===== src/frec_regs.vh =====
/*
  Register offsets, field positions, reset values, key codes and timing
  constants for the flash read, unlock and erase controller.
  Assumes inclusion by bare name from the controller source.
*/
`ifndef FREC_REGS_VH
`define FREC_REGS_VH

// Register indices on the 4-bit register port
`define FREC_A_PTR_LO 4'h0
`define FREC_A_PTR_HI 4'h1
`define FREC_A_PTR_UP 4'h2
`define FREC_A_LATCH 4'h3
`define FREC_A_NVMCTL 4'h4
`define FREC_A_OPCTL 4'h5
`define FREC_A_KEY 4'h6
`define FREC_A_TGT_LO 4'h7
`define FREC_A_TGT_HI 4'h8
`define FREC_A_TGT_UP 4'h9
`define FREC_A_TRD 4'hA

// nvm_control_register fields
`define FREC_B_NVM_EN 7
`define FREC_B_DONE_IE 6
`define FREC_B_DONE 5
`define FREC_B_ERR 4
`define FREC_B_BUSY 0

// operation_control_register fields
`define FREC_B_SINGLE_GO 0
`define FREC_B_SEC_PROG_GO 1
`define FREC_B_SEC_WIPE_GO 2
`define FREC_B_SEC_FETCH_GO 3

// Table read pointer modes
`define FREC_TRD_KEEP 2'b00
`define FREC_TRD_POSTINC 2'b01
`define FREC_TRD_POSTDEC 2'b10
`define FREC_TRD_PREINC 2'b11

// Unlock key codes
`define FREC_KEY_SINGLE_1 8'h55
`define FREC_KEY_SINGLE_2 8'hAA
`define FREC_KEY_SPROG_1 8'hDD
`define FREC_KEY_SPROG_2 8'h22
`define FREC_KEY_WIPE_1 8'hCC
`define FREC_KEY_WIPE_2 8'h33
`define FREC_KEY_FETCH_1 8'hBB
`define FREC_KEY_FETCH_2 8'h44

// Reset values
`define FREC_RST_BYTE 8'h00
`define FREC_RST_PTR 22'h00_0000

// Program flash: 65536 words, byte addresses below 2^17 are valid
`define FREC_PFM_TOP_BIT 17
`define FREC_ID_SPACE_BIT 21

// Erase timing
`define FREC_CLK_MHZ 125
`define FREC_ERASE_TIME_US 10000

`endif


===== src/frec_ctrl.v =====
/*
  Flash self-programming controller: table reads into a latch, two-key
  unlock tracking, sector erase with timer, error and done flags.
  Assumes a processor core on a plain register port that halts while
  cpu_stall is high, and a flash array that returns the word in the same cycle as flash_rd.
*/
// Operation
// - Table read fetches one byte at the table pointer into the latch.
// - Core stalled during table read; latch valid next instruction cycle.
// - Pointer bit 0 picks high or low byte of the 16-bit word.
// - Protected operations run only after a completed unlock sequence.
// - Single write unlocks with keys 55h then AAh, then its go bit.
// - Sector erase unlocks with keys CCh then 33h, then wipe go bit.
// - Sector program uses DDh,22h; sector fetch BBh,44h; own pair only.
// - Tracking starts at first key write; steps in back-to-back cycles.
// - Interrupt or debug halt during the steps cancels the operation.
// - Program flash operations stall the core from go until completion.
// - Smallest erase unit is one 128-word sector; no word erase.
// - Erase sector from target bits 21:8; bits 7:0 masked off.
// - Internal timer ends the erase; execution halted throughout.
// - Protected target clears wipe go, skips erase, sets error flag.
// - Wipe go with target outside memory map sets error, no erase.
// - Erase end clears wipe go, sets done; interrupt only if enabled.
// - Erase leaves holding registers and nvm enable unchanged.
// - Write or erase cut short by unexpected event sets error flag.
// - Table pointer is 22 bits from three bytes; top bit is ID space.
`timescale 1ns/1ps
`default_nettype none
`include "frec_regs.vh"

module frec_ctrl #(
  parameter [20:0] ERASE_CYCLES = `FREC_ERASE_TIME_US * `FREC_CLK_MHZ
) (
  // Clock, reset, enable
  input wire clk,
  input wire rst_n,
  input wire ce,
  // Register port
  input wire [3:0] addr,
  input wire [7:0] wdata,
  input wire wr,
  input wire rd,
  output reg [7:0] rdata,
  // Core status
  input wire irq_taken,
  input wire debug_halt,
  input wire abort_event,
  output reg cpu_stall,
  output reg done_irq,
  // Flash array
  input wire target_protected,
  input wire [15:0] flash_rdata,
  output reg flash_rd,
  output reg [20:0] flash_addr,
  output reg flash_erase,
  output reg [13:0] erase_sector
);

  // Main sequencer states
  localparam [2:0] S_IDLE = 3'b001;
  localparam [2:0] S_TRD = 3'b010;
  localparam [2:0] S_ERASE = 3'b100;
  // Unlock tracker states
  localparam [2:0] U_IDLE = 3'b001;
  localparam [2:0] U_KEY1 = 3'b010;
  localparam [2:0] U_ARMED = 3'b100;

  reg [2:0] state;
  reg [2:0] ustate;
  reg [1:0] uop;
  reg [21:0] table_pointer;
  reg [7:0] table_latch;
  reg [21:0] nvm_target_address;
  reg nvm_enable;
  reg nvm_done_irq_enable;
  reg nvm_done_flag;
  reg nvm_error_flag;
  reg [3:0] op_go;
  reg [1:0] trd_mode;
  reg trd_hi;
  reg [20:0] timer;
  reg set_done;
  reg set_err;

  wire wr_key = wr && (addr == `FREC_A_KEY);
  wire wr_op = wr && (addr == `FREC_A_OPCTL);
  wire wr_ctl = wr && (addr == `FREC_A_NVMCTL);
  wire disturb = irq_taken || debug_halt;

  // Returns {valid, op index} for a first key
  function [2:0] first_key;
    input [7:0] k;
    begin
      case (k)
        `FREC_KEY_SINGLE_1: first_key = {1'b1, 2'd`FREC_B_SINGLE_GO};
        `FREC_KEY_SPROG_1: first_key = {1'b1, 2'd`FREC_B_SEC_PROG_GO};
        `FREC_KEY_WIPE_1: first_key = {1'b1, 2'd`FREC_B_SEC_WIPE_GO};
        `FREC_KEY_FETCH_1: first_key = {1'b1, 2'd`FREC_B_SEC_FETCH_GO};
        default: first_key = 3'b000;
      endcase
    end
  endfunction

  // Second key belonging to each operation
  function [7:0] second_key;
    input [1:0] op;
    begin
      case (op)
        2'd`FREC_B_SINGLE_GO: second_key = `FREC_KEY_SINGLE_2;
        2'd`FREC_B_SEC_PROG_GO: second_key = `FREC_KEY_SPROG_2;
        2'd`FREC_B_SEC_WIPE_GO: second_key = `FREC_KEY_WIPE_2;
        default: second_key = `FREC_KEY_FETCH_2;
      endcase
    end
  endfunction

  // Go write accepted only in the cycle right after the second key
  // unlocked go
  wire go_unlocked = (ustate == U_ARMED) && wr_op && wdata[uop] && !disturb;
  wire wipe_go = go_unlocked && (uop == 2'd`FREC_B_SEC_WIPE_GO) && nvm_enable && (state == S_IDLE);
  wire tgt_invalid = (nvm_target_address[21:`FREC_PFM_TOP_BIT] != 5'h00);
  wire [21:0] ptr_inc = {table_pointer[21], table_pointer[20:0] + 21'h00_0001};
  wire [21:0] ptr_dec = {table_pointer[21], table_pointer[20:0] - 21'h00_0001};

  // Unlock tracker
  always @(posedge clk) begin
    if (!rst_n) begin
      ustate <= U_IDLE;
      uop <= 2'b00;
    end else if (ce) begin
      case (ustate)
        U_IDLE: begin
          if (wr_key && first_key(wdata) != 3'b000 && !disturb) begin
            ustate <= U_KEY1;
            uop <= first_key(wdata)[1:0];
          end
        end
        U_KEY1: begin
          if (wr_key && wdata == second_key(uop) && !disturb) begin
            ustate <= U_ARMED;
          end else if (wr_key && first_key(wdata) != 3'b000 && !disturb) begin
            ustate <= U_KEY1;
            uop <= first_key(wdata)[1:0];
          end else begin
            ustate <= U_IDLE;
          end
        end
        U_ARMED: ustate <= U_IDLE;
        default: ustate <= U_IDLE;
      endcase
    end
  end

  // Sequencer, registers and flash strobes
  always @(posedge clk) begin
    if (!rst_n) begin
      state <= S_IDLE;
      table_pointer <= `FREC_RST_PTR;
      table_latch <= `FREC_RST_BYTE;
      nvm_target_address <= `FREC_RST_PTR;
      nvm_enable <= 1'b0;
      nvm_done_irq_enable <= 1'b0;
      nvm_done_flag <= 1'b0;
      nvm_error_flag <= 1'b0;
      op_go <= 4'h0;
      trd_mode <= `FREC_TRD_KEEP;
      trd_hi <= 1'b0;
      timer <= 21'h00_0000;
      cpu_stall <= 1'b0;
      flash_rd <= 1'b0;
      flash_addr <= 21'h00_0000;
      flash_erase <= 1'b0;
      erase_sector <= 14'h0000;
      rdata <= `FREC_RST_BYTE;
      done_irq <= 1'b0;
    end else if (ce) begin
      flash_rd <= 1'b0;
      rdata <= `FREC_RST_BYTE;
      if (rd) begin
        case (addr)
          `FREC_A_PTR_LO: rdata <= table_pointer[7:0];
          `FREC_A_PTR_HI: rdata <= table_pointer[15:8];
          `FREC_A_PTR_UP: rdata <= {2'b00, table_pointer[21:16]};
          `FREC_A_LATCH: rdata <= table_latch;
          `FREC_A_NVMCTL: rdata <= {nvm_enable, nvm_done_irq_enable, nvm_done_flag, nvm_error_flag, 3'b000,
                                    state != S_IDLE};
          `FREC_A_OPCTL: rdata <= {4'h0, op_go};
          `FREC_A_TGT_LO: rdata <= nvm_target_address[7:0];
          `FREC_A_TGT_HI: rdata <= nvm_target_address[15:8];
          `FREC_A_TGT_UP: rdata <= {2'b00, nvm_target_address[21:16]};
          default: rdata <= `FREC_RST_BYTE;
        endcase
      end
      if (wr && state == S_IDLE) begin
        case (addr)
          `FREC_A_PTR_LO: table_pointer[7:0] <= wdata;
          `FREC_A_PTR_HI: table_pointer[15:8] <= wdata;
          `FREC_A_PTR_UP: table_pointer[21:16] <= wdata[5:0];
          `FREC_A_LATCH: table_latch <= wdata;
          `FREC_A_TGT_LO: nvm_target_address[7:0] <= wdata;
          `FREC_A_TGT_HI: nvm_target_address[15:8] <= wdata;
          `FREC_A_TGT_UP: nvm_target_address[21:16] <= wdata[5:0];
          `FREC_A_NVMCTL: begin
            nvm_enable <= wdata[`FREC_B_NVM_EN];
            nvm_done_irq_enable <= wdata[`FREC_B_DONE_IE];
          end
          default: ;
        endcase
      end
      // Flags: software clears by writing zero; a set in the same cycle wins
      if (wr_ctl && !wdata[`FREC_B_DONE])
        nvm_done_flag <= 1'b0;
      if (wr_ctl && !wdata[`FREC_B_ERR])
        nvm_error_flag <= 1'b0;
      if (set_done)
        nvm_done_flag <= 1'b1;
      if (set_err)
        nvm_error_flag <= 1'b1;
      done_irq <= (nvm_done_flag || set_done) && nvm_done_irq_enable;
      case (state)
        S_IDLE: begin
          if (wr && addr == `FREC_A_TRD) begin
            state <= S_TRD;
            cpu_stall <= 1'b1;
            flash_rd <= 1'b1;
            trd_mode <= wdata[1:0];
            if (wdata[1:0] == `FREC_TRD_PREINC) begin
              flash_addr <= ptr_inc[21:1];
              trd_hi <= ptr_inc[0];
              table_pointer <= ptr_inc;
            end else begin
              flash_addr <= table_pointer[21:1];
              trd_hi <= table_pointer[0];
            end
          end else if (wipe_go && !target_protected && !tgt_invalid) begin
            state <= S_ERASE;
            op_go[`FREC_B_SEC_WIPE_GO] <= 1'b1;
            cpu_stall <= 1'b1;
            flash_erase <= 1'b1;
            erase_sector <= nvm_target_address[21:8];
            timer <= ERASE_CYCLES;
          end
        end
        S_TRD: begin
          table_latch <= trd_hi ? flash_rdata[15:8] : flash_rdata[7:0];
          if (trd_mode == `FREC_TRD_POSTINC)
            table_pointer <= ptr_inc;
          else if (trd_mode == `FREC_TRD_POSTDEC)
            table_pointer <= ptr_dec;
          cpu_stall <= 1'b0;
          state <= S_IDLE;
        end
        S_ERASE: begin
          timer <= timer - 21'h00_0001;
          if (abort_event || timer == 21'h00_0001) begin
            op_go[`FREC_B_SEC_WIPE_GO] <= 1'b0;
            cpu_stall <= 1'b0;
            flash_erase <= 1'b0;
            state <= S_IDLE;
          end
        end
        default: state <= S_IDLE;
      endcase
    end
  end

  // Flag set events, combinational so the set can win over a clear
  always @* begin
    set_done = 1'b0;
    set_err = 1'b0;
    if (state == S_IDLE && !(wr && addr == `FREC_A_TRD) && wipe_go && (target_protected || tgt_invalid))
      set_err = 1'b1;
    if (state == S_ERASE && abort_event)
      set_err = 1'b1;
    else if (state == S_ERASE && timer == 21'h00_0001)
      set_done = 1'b1;
  end

endmodule // frec_ctrl
`default_nettype wire


===== config.mk =====
export PLATFORM = sky130hd
export DESIGN_NAME = frec_ctrl
export DESIGN_NICKNAME = d
export VERILOG_FILES = /design/src/frec_ctrl.v
export VERILOG_INCLUDE_DIRS = /design/src
export SDC_FILE = /design/constraint.sdc
export NUM_CORES = 1
export LEC_CHECK = 0
export ABC_AREA = 1
export BUFFER_PORTS_ARGS = -buffer_cell sky130_fd_sc_hd__clkbuf_2
export CAP_MARGIN = 15
export CORE_MARGIN = 1.5
export CORE_UTILIZATION = 45
export CTS_CLUSTER_SIZE = 10
export DETAILED_ROUTE_END_ITERATION = 10
export GPL_TIMING_DRIVEN = 0
export HOLD_SLACK_MARGIN = 0.05
export MAX_ROUTING_LAYER = met4
export PLACE_DENSITY = 0.64
export SYNTH_ARGS = -nofsm -noshare
export SYNTH_HDL_FRONTEND = slang
export SYNTH_SLANG_ARGS = --single-unit
export TNS_END_PERCENT = 5

===== constraint.sdc =====
create_clock -name clk -period 2.29 [get_ports clk]
set_input_delay 0.229 -clock clk [delete_from_list [all_inputs] [get_ports clk]]
set_output_delay 0.229 -clock clk [all_outputs]
set_load 0.02 [all_outputs]

==> results.md, run 1 <==
* Number of synthesis warnings at 0
* Final TNS setup at 0 ns
* Worst hold margin at 0.06307 ns
* Hpwl dp at 23270 µm
* Placed cell areas at 8974 µm²
* Die area at 19220 µm²
* Clock Latency Late Sink at 0.44 ns
* Crit path kind: flop to flop
* Die height at 138.6 µm
* Site Rows at 49
* Unrepaired setup endpoints after global routing: no
* Fin util at 0.5338
* Gr ovfl total at 0
* CP arrival at 2.52 ns
* Sink Count at 135
* Worst-Margin Slew at 0.7592 ns
* CTS tree: yes
* Max Freq at 461.9 MHz
* Wire per inst at 18.45 µm
* CTS root buf: clkbuf_16
* Setup WS post-layout at 0.1251 ns
* Io pins at 84
* Synth Net Count at 1384
* Area contributors post-synth: dfxtp_1, nand2_1, nor2_1
* DR vias at 9400
* GRT Overall Usage at 0.3337
* Fin cells at 1684
* Drt pass-1 iters at 8
* CTS Hold Bufs at 0
* Post-route ant nets at 0
* Fin crit period at 2.165 ns
* Yosys cell types at 41
* First-pass GRT wire length at 48560 µm
* Die width at 138.6 µm
* Crit-path max FO at 8
* Number of global-route vias before repair at 8804
* Layout cell share with drive strength beyond 1 at 0.1251
* Clock transition at path regs at 0.06 ns
* Status: complete, no violations
* Max H-tree Level at 4
* Most frequent cell after synthesis: nand2_1
* Mapped Cells at 1343
* Final Hold Vio Count at 0
* Final Max Slew Viols at 0
* Final setup viols at 0
* Syn_area_per_cell at 6.163 µm²
* Max-slew headroom at 0.4938
* Startpoint Class: flop
* Worst path required time at 2.65 ns
* # port buffers at 82
* Area grow syn2layout at 16.25%
* CORE AREA at 18020 µm²
* Fin area at 9622 µm²
* Nets@finish at 1483
* Sequential fraction of the synthesis area at 0.3265
* Clk buf depth at 2
* VDD IR max at 0.5307 mV
* DR iter-0 viols at 907
* Placed cell count at 1654
* Largest net degree at the start of global routing at 17
* Post-synth top area cell: dfxtp_1
* Initial antenna violation count at 0
* Pre-CTS setup slack at 0.03937 ns
* Total wire length at 31060 µm
* Post-synth EDFFs at 0
* Clock skew at 0.01142 ns
* Period utilization at 0.9454
* Max Cap Viol at 0
* Async S/R FF share, synth at 0
* Initial Util at 0.4592
* Top-area cell type share of the netlist area at 0.3265
* Hold crit path type: primary input to flop
* Static Leak at 4.317 nW
* Postcts setup bufs at 0
* Inserted Diodes at 0
* CTS Buf Count at 17
* CP Capture Type: flop
* Post-Syn Area at 8277 µm²
* Drt drc at 0
* Leading register cell type out of synthesis: dfxtp_1
* Vias per cell at 5.582
* Seq cells post-synth at 135
* Pwr/cell area at 724.5 nW/µm²
* Tot Pwr at 6.971 mW
* Synth top cells by count: nand2_1, nor2_1, dfxtp_1, a21oi_1, o21ai_0
* RD Place Congestion at 1.031
-- critical path, stage by stage, from the launching register on --
cell and delay, ns:
dfxtp_1 0.32, inv_1 0.06, nand2_1 0.12, inv_1 0.18, nor2_1 0.58, inv_1 0.17
nand2_1 0.17, nand3_1 0.13, nand3b_1 0.22, a21oi_1 0.13
-- final cells by class --
type | count | area (µm²)
Fill cell | 1959 | 8403
Multi-Input combinational cell | 1030 | 4865
Sequential cell | 135 | 2704
Inverter | 115 | 432.9
Clock buffer | 17 | 425.4
Timing Repair Buffer | 82 | 410.4
Tap cell | 229 | 286.5
Buffer | 61 | 280.3
Clock inverter | 15 | 217.7
-- what timing repair did --
item / 4_1_cts / 5_1_grt
endpoints found under the setup margin: 1 / 7
gates cloned: 0 / 0
resized for setup: 1 / 5
-- path summary, 6_finish.rpt --
| path | from | endpoint | slack (ns) | depth (start not counted) |
|---|---|---|---|---|
| hold / removal | wdata[7] | table_latch[7]$_SDFFE_PN0P_ | 0.06 | 3 |
| hold reg to reg | erase_sector[9]$_SDFFE_PN0P_ | erase_sector[9]$_SDFFE_PN0P_ | 0.46 | 2 |
| setup reg to reg | trd_mode[0]$_SDFFE_PN0P_ | table_pointer[21]$_SDFFE_PN0P_ | 0.13 | 9 |
| setup / recovery | trd_mode[0]$_SDFFE_PN0P_ | table_pointer[21]$_SDFFE_PN0P_ | 0.13 | 9 |
-- report_power, final --
group / leakage (nW) / internal, mW / total [mW] / switching (mW)
Combinational: 2.91 / 0.421 / 1.35 / 0.925
Clock: 0.315 / 1.86 / 3.08 / 1.22
Sequential: 1.09 / 2.45 / 2.55 / 0.0991
Total: 4.32 / 4.73 / 6.97 / 2.24
-- registers in the layout, summed over array words and instances, names as in the netlist --
name and cells:
table_pointer 22, erase_sector 14, rdata 8, nvm_error_flag 1, state 3, nvm_target_address 22
uop 2, trd_mode 2, flash_rd 1, timer 21, nvm_done_irq_enable 1, trd_hi 1
cpu_stall 1, table_latch 8, nvm_done_flag 1, nvm_enable 1, ustate 3, flash_addr 21
done_irq 1, op_go 1
-- per-layer routing --
metal  vias up  wire length (µm)  GRT usage
met5         -                 0          -
met4         0              1487     0.1513
met3        92              2438    0.05421
met2       415             14070     0.5284
met1      4276             13070     0.4194
li1       4617                 -          -
-- layout by cell type (no fill, tap or decap), drive strengths merged, types with 2 or more instances in the layout --
master,n
o31ai,3
inv,117
nor3,19
clkinv,8
o211ai,14
or2,4
bufinv,4
nand2,371
nor2,185
nand3b,2
buf,24
a21oi,134
dfxtp,135
xor2,27
a211oi,10
o2111ai,7
ha,4
nand3,88
o21ai,130
nand4,19
clkbuf,136
a22oi,2
a31oi,7
xnor2,2
-- kinds of logic after synthesis --
kind of cell / after synthesis / synth area share
and+or+nand+nor: 689 / 0.3484
AOI/OAI and AO/OA: 308 / 0.2014
buffers and inverters: 178 / 0.08692
DFF: 135 / 0.3265
xor gates and xnor gates: 29 / 0.03069
adders and majority gates: 4 / 0.006047
Note: power is estimated with default switching activity, not from simulation.
==> run 2: changes to the inputs <==
--- a/config.mk
+++ b/config.mk
@@ -16,7 +16,8 @@
 export GPL_TIMING_DRIVEN = 0
 export HOLD_SLACK_MARGIN = 0.05
 export MAX_ROUTING_LAYER = met4
-export PLACE_DENSITY = 0.64
+export PLACE_DENSITY = 0.7
+export REMOVE_ABC_BUFFERS = 1
 export SYNTH_ARGS = -nofsm -noshare
 export SYNTH_HDL_FRONTEND = slang
 export SYNTH_SLANG_ARGS = --single-unit
==> run 2 against run 1 <==
Largest cell class unchanged; critical path depth stayed put; first-iteration DRC count shrank 4.0%; routed wire length down 15%; final cell count shrank 3.1%; core utilization fell by 0.88 points; sequential share of layout area is 0.47 points higher; clock power is 6.8% lower; total power decreased by 3.8%; worst setup slack worse by 0.033 ns.
==> results.md, run 2 (synthesis gave the netlist of run 1 again) <==
* First-pass GRT wire length at 41930 µm (-14%)
* Drt pass-1 iters at 6 (-2)
* Reg-to-reg critical path endpoint: table_pointer[12]$_SDFFE_PN0P_
* Final Max Slew Viols at 0 (unchanged)
* Crit path capture: table_pointer[12]$_SDFFE_PN0P_
* Area grow syn2layout at 14.33%
* Fin util at 0.5250 (-0.008815)
* Combinational group share of total power at 0.187 (-0.006)
* Site Rows at 49 (unchanged)
* Pwr/cell area at 708.8 nW/µm² (-2.2%)
* Layout cell share with drive strength beyond 1 at 0.1269 (+0.001785)
* Nets@finish at 1431 (-3.5%)
* Unrepaired setup endpoints after global routing: yes
* Wire per inst at 16.23 µm (-12%)
* Clock Latency Late Sink at 0.44 ns (about the same)
* CORE AREA at 18020 µm² (unchanged)
* Final setup viols at 0 (unchanged)
* Max-slew headroom at 0.3698 (-0.1240)
* Initial antenna violation count at 0 (unchanged)
* P_sw at 2.131 mW (-5.0%)
* Worst path required time at 2.61 ns (-0.04 ns)
* DR iter-0 viols at 871 (-4.0%)
* Placed cell count at 1594 (-3.6%)
* Gr ovfl total at 0 (unchanged)
* Hold crit path type: primary input to flop
* Die height at 138.6 µm (unchanged)
* GRT Overall Usage at 0.2784 (-0.05526)
* Startpoint Class: flop
* Fin cells at 1632 (-3.1%)
* Clock Power Share at 0.427 (-0.014)
* CTS root buf: clkbuf_16
* Sw Share at 0.3178 (-0.003991)
* Period utilization at 0.9600 (+0.01461)
* Initial Util at 0.4592 (unchanged)
* Worst-Margin Slew at 0.9401 ns (+0.1809 ns)
* CTS tree: yes
* R2R cell count at 9 (unchanged)
* Total wire length at 26490 µm (-15%)
* Largest regs: nvm_target_address: 22 flops, table_pointer: 22 flops
* Die area at 19220 µm² (unchanged)
* Crit path kind: flop to flop
* Static Leak at 4.197 nW (-2.8%)
* Pint at 4.576 mW (-3.2%)
* CP arrival at 2.52 ns (about the same)
* Slack of the worst reg-to-reg path at 0.09 ns (-0.03 ns)
* # port buffers at 83 (+1.2%)
* Post-route ant nets at 0 (unchanged)
* Die width at 138.6 µm (unchanged)
* Max H-tree Level at 4 (unchanged)
* Status: complete, no violations
* Final Hold Vio Count at 0 (unchanged)
* Drt drc at 0 (unchanged)
* Io pins at 84 (unchanged)
* Max Freq at 454.9 MHz (-1.5%)
* Crit-path max FO at 6 (-2)
* Clock skew at 0.01017 ns (-0.001255 ns)
* Flop pwr share at 0.386 (+0.021)
* Commonest non-fill, non-tap cell in the layout: nand2_1
* Fin crit period at 2.198 ns (+0.03347 ns)
* Hpwl dp at 18300 µm (-21%)
* RD Place Congestion at 0.9601 (-6.8%)
* Clk buf depth at 2 (unchanged)
* Largest net degree at the start of global routing at 92 (+75)
* Vias per cell at 5.575 (-0.12%)
* CTS Hold Bufs at 0 (unchanged)
* Number of global-route vias before repair at 8045 (-8.6%)
* Sink Count at 135 (unchanged)
* Inserted Diodes at 0 (unchanged)
* Clock transition at path regs at 0.06 ns (about the same)
* CTS Buf Count at 17 (unchanged)
* VDD IR max at 0.5274 mV (-0.61%)
* DR vias at 9099 (-3.2%)
* Crit. Startpoint: state[0]$_SDFFE_PN1P_
* Worst reg2reg startpoint: state[0]$_SDFFE_PN1P_
* Max Cap Viol at 0 (unchanged)
* CP Capture Type: flop
* Most frequent cells in the layout: nand2_1, nor2_1, dfxtp_1, a21oi_1, o21ai_0
-- run 2: area by class of cell --
type	instances	area [µm²]
Clock buffer	18	429.2
Fill cell	1817	8562
Tap cell	229	286.5
Inverter	115	450.4
Timing Repair inverter	1	5.005
Clock inverter	14	175.2
Sequential cell	135	2704
Timing Repair Buffer	90	493.0
Multi-Input combinational cell	1030	4920
-- run 2: worst min-delay path by stage --
| stage | endpoint | depth (start not counted) | start |
|---|---|---|---|
| 4_1_cts | table_latch[7]$_SDFFE_PN0P_ | 3 | wdata[7] |
| 2_1_floorplan | ustate[0]$_SDFFE_PN1P_ | 1 | rst_n |
| 5_1_grt | table_latch[7]$_SDFFE_PN0P_ | 3 | wdata[7] |
| 3_5_place_dp | erase_sector[11]$_SDFFE_PN0P_ | 2 | erase_sector[11]$_SDFFE_PN0P_ |
| 6_report | table_latch[7]$_SDFFE_PN0P_ | 3 | wdata[7] |
| 3_3_place_gp | erase_sector[10]$_SDFFE_PN0P_ | 2 | erase_sector[10]$_SDFFE_PN0P_ |
-- run 2: what timing repair did --
item	in CTS	in global routing
endpoints found under the setup margin	110	61
gates resized for setup	9	11
pin swaps	0	2
buffers inserted	4	1
gates cloned	1	0
-- run 2: stage by stage --
step                hold slack [ns]  area (µm²)  setup TNS (ns)  total power [mW]  setup WS (ns)
floorplan                    0.3131        7990         -0.2520             3.478       -0.05066
global placement             0.4436        8692         -158.42             3.813         -2.542
detailed placement           0.4501        8738          -90.39             3.829         -1.170
CTS                         0.09088        9413       -0.006220             6.684      -0.006220
global route                 0.1031        9463        -0.07391             6.997       -0.03990
finish                       0.1015        9463               0             6.707        0.09164
-- run 2: critical path, stage by stage, from the launching register on --
cell,delay [ns]
dfxtp_1,0.45
nand3_2,0.21
inv_2,0.17
nand2_1,0.12
nor2_1,0.45
nor2_1,0.21
a21oi_1,0.20
o21ai_1,0.08
nor2_1,0.13
nor2_1,0.06
-- run 2: power by group through the flow --
stage	logic [mW]	clock network [mW]	registers, mW
floorplan	0.880	0	2.60
global placement	1.18	0	2.63
finish	1.25	2.87	2.59
global route	1.41	2.98	2.60
CTS	1.22	2.88	2.58
detailed placement	1.20	0	2.63
-- run 2: metal layers --
layer	GRT usage	part of all wire	up-vias
li1	-	-	4509
met1	0.3661	0.44	4121
met2	0.4182	0.44	388
met3	0.04938	0.077	81
met4	0.1266	0.039	0
met5	-	0	-
==> run 3: changes to the inputs <==
--- a/config.mk
+++ b/config.mk
@@ -8,12 +8,11 @@
 export LEC_CHECK = 0
 export ABC_AREA = 1
 export BUFFER_PORTS_ARGS = -buffer_cell sky130_fd_sc_hd__clkbuf_2
-export CAP_MARGIN = 15
+export CAP_MARGIN = 0
 export CORE_MARGIN = 1.5
 export CORE_UTILIZATION = 45
 export CTS_CLUSTER_SIZE = 10
 export DETAILED_ROUTE_END_ITERATION = 10
-export GPL_TIMING_DRIVEN = 0
 export HOLD_SLACK_MARGIN = 0.05
 export MAX_ROUTING_LAYER = met4
 export PLACE_DENSITY = 0.7
==> constraint.sdc (replaced) <==
create_clock -name clk -period 2.29 [get_ports clk]
set_input_delay 0.1145 -clock clk [delete_from_list [all_inputs] [get_ports clk]]
set_output_delay 0.1145 -clock clk [all_outputs]
set_load 0.02 [all_outputs]
==> run 3 against run 2 <==
Non-clock buffer count increased by 33; sequential power about the same; via count up 1.8%; die area unchanged; routed wire length up 6.3%; fmax grew 8.3%; worst setup slack better by 0.17 ns.
==> results.md, run 3 (synthesis gave the netlist of run 1 again) <==
* Status: complete, no violations
* Max-slew headroom at 0.4378 (+0.06795)
* Initial Util at 0.4592 (unchanged)
* Gr ovfl total at 0 (unchanged)
* Postcts setup bufs at 0 (-4)
* Register area at 2703 µm² (about the same)
* Max Cap Viol at 0 (unchanged)
* DR iter-0 viols at 946 (+8.6%)
* Crit-path max FO at 9 (+3)
* Clock transition at path regs at 0.06 ns (about the same)
* CTS root buf: clkbuf_16
* Number of global-route vias before repair at 8390 (+4.3%)
* Fin cells at 1664 (+2.0%)
* Worst stage delay on the critical path at 0.47 ns (+0.02 ns)
* VDD IR max at 0.4696 mV (-11%)
* Final Max Slew Viols at 0 (unchanged)
* Crit path kind: flop to flop
* Worst-Margin Slew at 0.8433 ns (-0.09687 ns)
* Pwr/cell area at 689.4 nW/µm² (-2.7%)
* Area grow syn2layout at 16.22%
* Area of the multi-input gates at 4857 µm² (-1.3%)
* # port buffers at 83 (unchanged)
* Wire per inst at 16.93 µm (+4.3%)
* Startpoint Class: flop
* Largest regs: nvm_target_address: 22 flops, table_pointer: 22 flops
* Drt pass-1 iters at 5 (-1)
* Initial antenna violation count at 0 (unchanged)
* Final TNS setup at 0 ns (unchanged)
* Hpwl dp at 20380 µm (+11%)
* Cells along the critical path: ha_1 -> nand3_1 -> nor3_1 -> nand2_1 -> xor2_1 -> nand2_1 -> nand3_1 -> nor2_1 -> nor2_1
* Die width at 138.6 µm (unchanged)
* Inserted Diodes at 0 (unchanged)
* Tot Pwr at 6.632 mW (-1.1%)
* Nets@finish at 1463 (+2.2%)
* R2R cell count at 9 (unchanged)
* Pre-CTS setup slack at 0.2549 ns (+1.425 ns)
* DR vias at 9264 (+1.8%)
* CTS resizes at 0 (-9)
* Placed cell count at 1628 (+2.1%)
* Worst hold margin at 0.07143 ns (-0.03006 ns)
* CP bufs+invs at 0 (-1)
* Final setup viols at 0 (unchanged)
* Fin crit period at 2.030 ns (-0.1682 ns)
* Setup WS post-layout at 0.2598 ns (+0.1682 ns)
* Sink Count at 135 (unchanged)
* WP depth at 9 (unchanged)
* Period utilization at 0.8865 (-0.07344)
* Static Leak at 4.346 nW (+3.6%)
* Most frequent cells in the layout: nand2_1, nor2_1, dfxtp_1, a21oi_1, o21ai_0
* Flop pwr share at 0.389 (+0.003)
* Post-route ant nets at 0 (unchanged)
* First-pass GRT wire length at 44180 µm (+5.4%)
* Max H-tree Level at 4 (unchanged)
* GRT Overall Usage at 0.2977 (+0.01927)
* Total wire length at 28170 µm (+6.3%)
* Unrepaired setup endpoints after global routing: no
* Final Hold Vio Count at 0 (unchanged)
* CTS Hold Bufs at 4 (+4)
* Clock Latency Late Sink at 0.43 ns (about the same)
* Sw Share at 0.3184 (+0.0005719)
* Hold crit path type: primary input to flop
* CP Capture Type: flop
* Hold depth at 3 (unchanged)
* Combinational group share of total power at 0.194 (+0.007)
* Largest net degree at the start of global routing at 91 (-1.1%)
* Layout cell share with drive strength beyond 1 at 0.1345 (+0.007624)
* CORE AREA at 18020 µm² (unchanged)
* Vias per cell at 5.567 (-0.14%)
* Clock Power Share at 0.417 (-0.010)
* Die area at 19220 µm² (unchanged)
* Site Rows at 49 (unchanged)
* Worst path required time at 2.61 ns (about the same)
* P_sw at 2.111 mW (-0.94%)
* CP arrival at 2.35 ns (-0.17 ns)
* Io pins at 84 (unchanged)
* CTS tree: yes
* RD Place Congestion at 0.9943 (+3.6%)
* CP top delay family: simple AND/OR/NAND/NOR gates
* Die height at 138.6 µm (unchanged)
* Commonest non-fill, non-tap cell in the layout: nand2_1
* Drt drc at 0 (unchanged)
* CTS Buf Count at 17 (unchanged)
* Clk buf depth at 2 (unchanged)
* FILL cells at 1829 (+0.66%)
* Slowest-stage cell, CP: dfxtp_1
* Max Freq at 492.6 MHz (+8.3%)
* Pint at 4.521 mW (-1.2%)
* Clock skew at 0.01019 ns (+0.00002300 ns)
-- run 3: changes by cell type in the layout (fill, tap and decap cells not counted), moves of 3 or more --
cell           before  now
buf_4               6   34
dlygate4sd3_1       0    4
nand2_1           362  365
nor2_1            173  176
nor3_1             13   16
-- run 3: tightest hold or removal path, stage by stage --
cell and delay, ns:
clkbuf_2 0.15, a211oi_1 0.10, nor2_1 0.09
-- run 3: metal layers --
layer	wire length (µm)	vias to the layer above	track usage
met3	2121	75	0.06319
li1	-	4575	-
met4	1122	0	0.1327
met2	12510	391	0.4530
met1	12410	4223	0.3811
met5	0	-	-
-- run 3: final timing paths --
check | startpoint | to | slack, ns
max reg2reg | table_pointer[0]$_SDFFE_PN0P_ | table_pointer[10]$_SDFFE_PN0P_ | 0.26
min | wdata[3] | table_latch[3]$_SDFFE_PN0P_ | 0.07
min reg2reg | erase_sector[10]$_SDFFE_PN0P_ | erase_sector[10]$_SDFFE_PN0P_ | 0.46
max | table_pointer[0]$_SDFFE_PN0P_ | table_pointer[10]$_SDFFE_PN0P_ | 0.26
-- run 3: through the flow --
| stage | util | instance area (µm²) |
|---|---|---|
| final | 0.5337 | 9619 |
| after global routing | 0.5337 | 9619 |
| after CTS | 0.5337 | 9619 |
| after detailed placement | 0.4988 | 8990 |
| after global placement | 0.4988 | 8990 |
| after floorplan | - | 7990 |
-- run 3: final cells by class --
type                            instances  share of cell area
Clock buffer                           19             0.04605
Clock inverter                         13             0.01522
Inverter                              115             0.04501
Multi-Input combinational cell       1030              0.5049
Sequential cell                       135              0.2810
Tap cell                              229             0.02979
Timing Repair Buffer                  123             0.07804
-- run 3: power groups by stage --
stage / Combinational [mW] / Clock (mW) / Sequential [mW]
detailed placement: 1.26 / 0 / 2.63
CTS: 1.27 / 2.80 / 2.58
finish: 1.29 / 2.76 / 2.58
floorplan: 0.880 / 0 / 2.60
global placement: 1.24 / 0 / 2.63
global route: 1.43 / 2.91 / 2.59
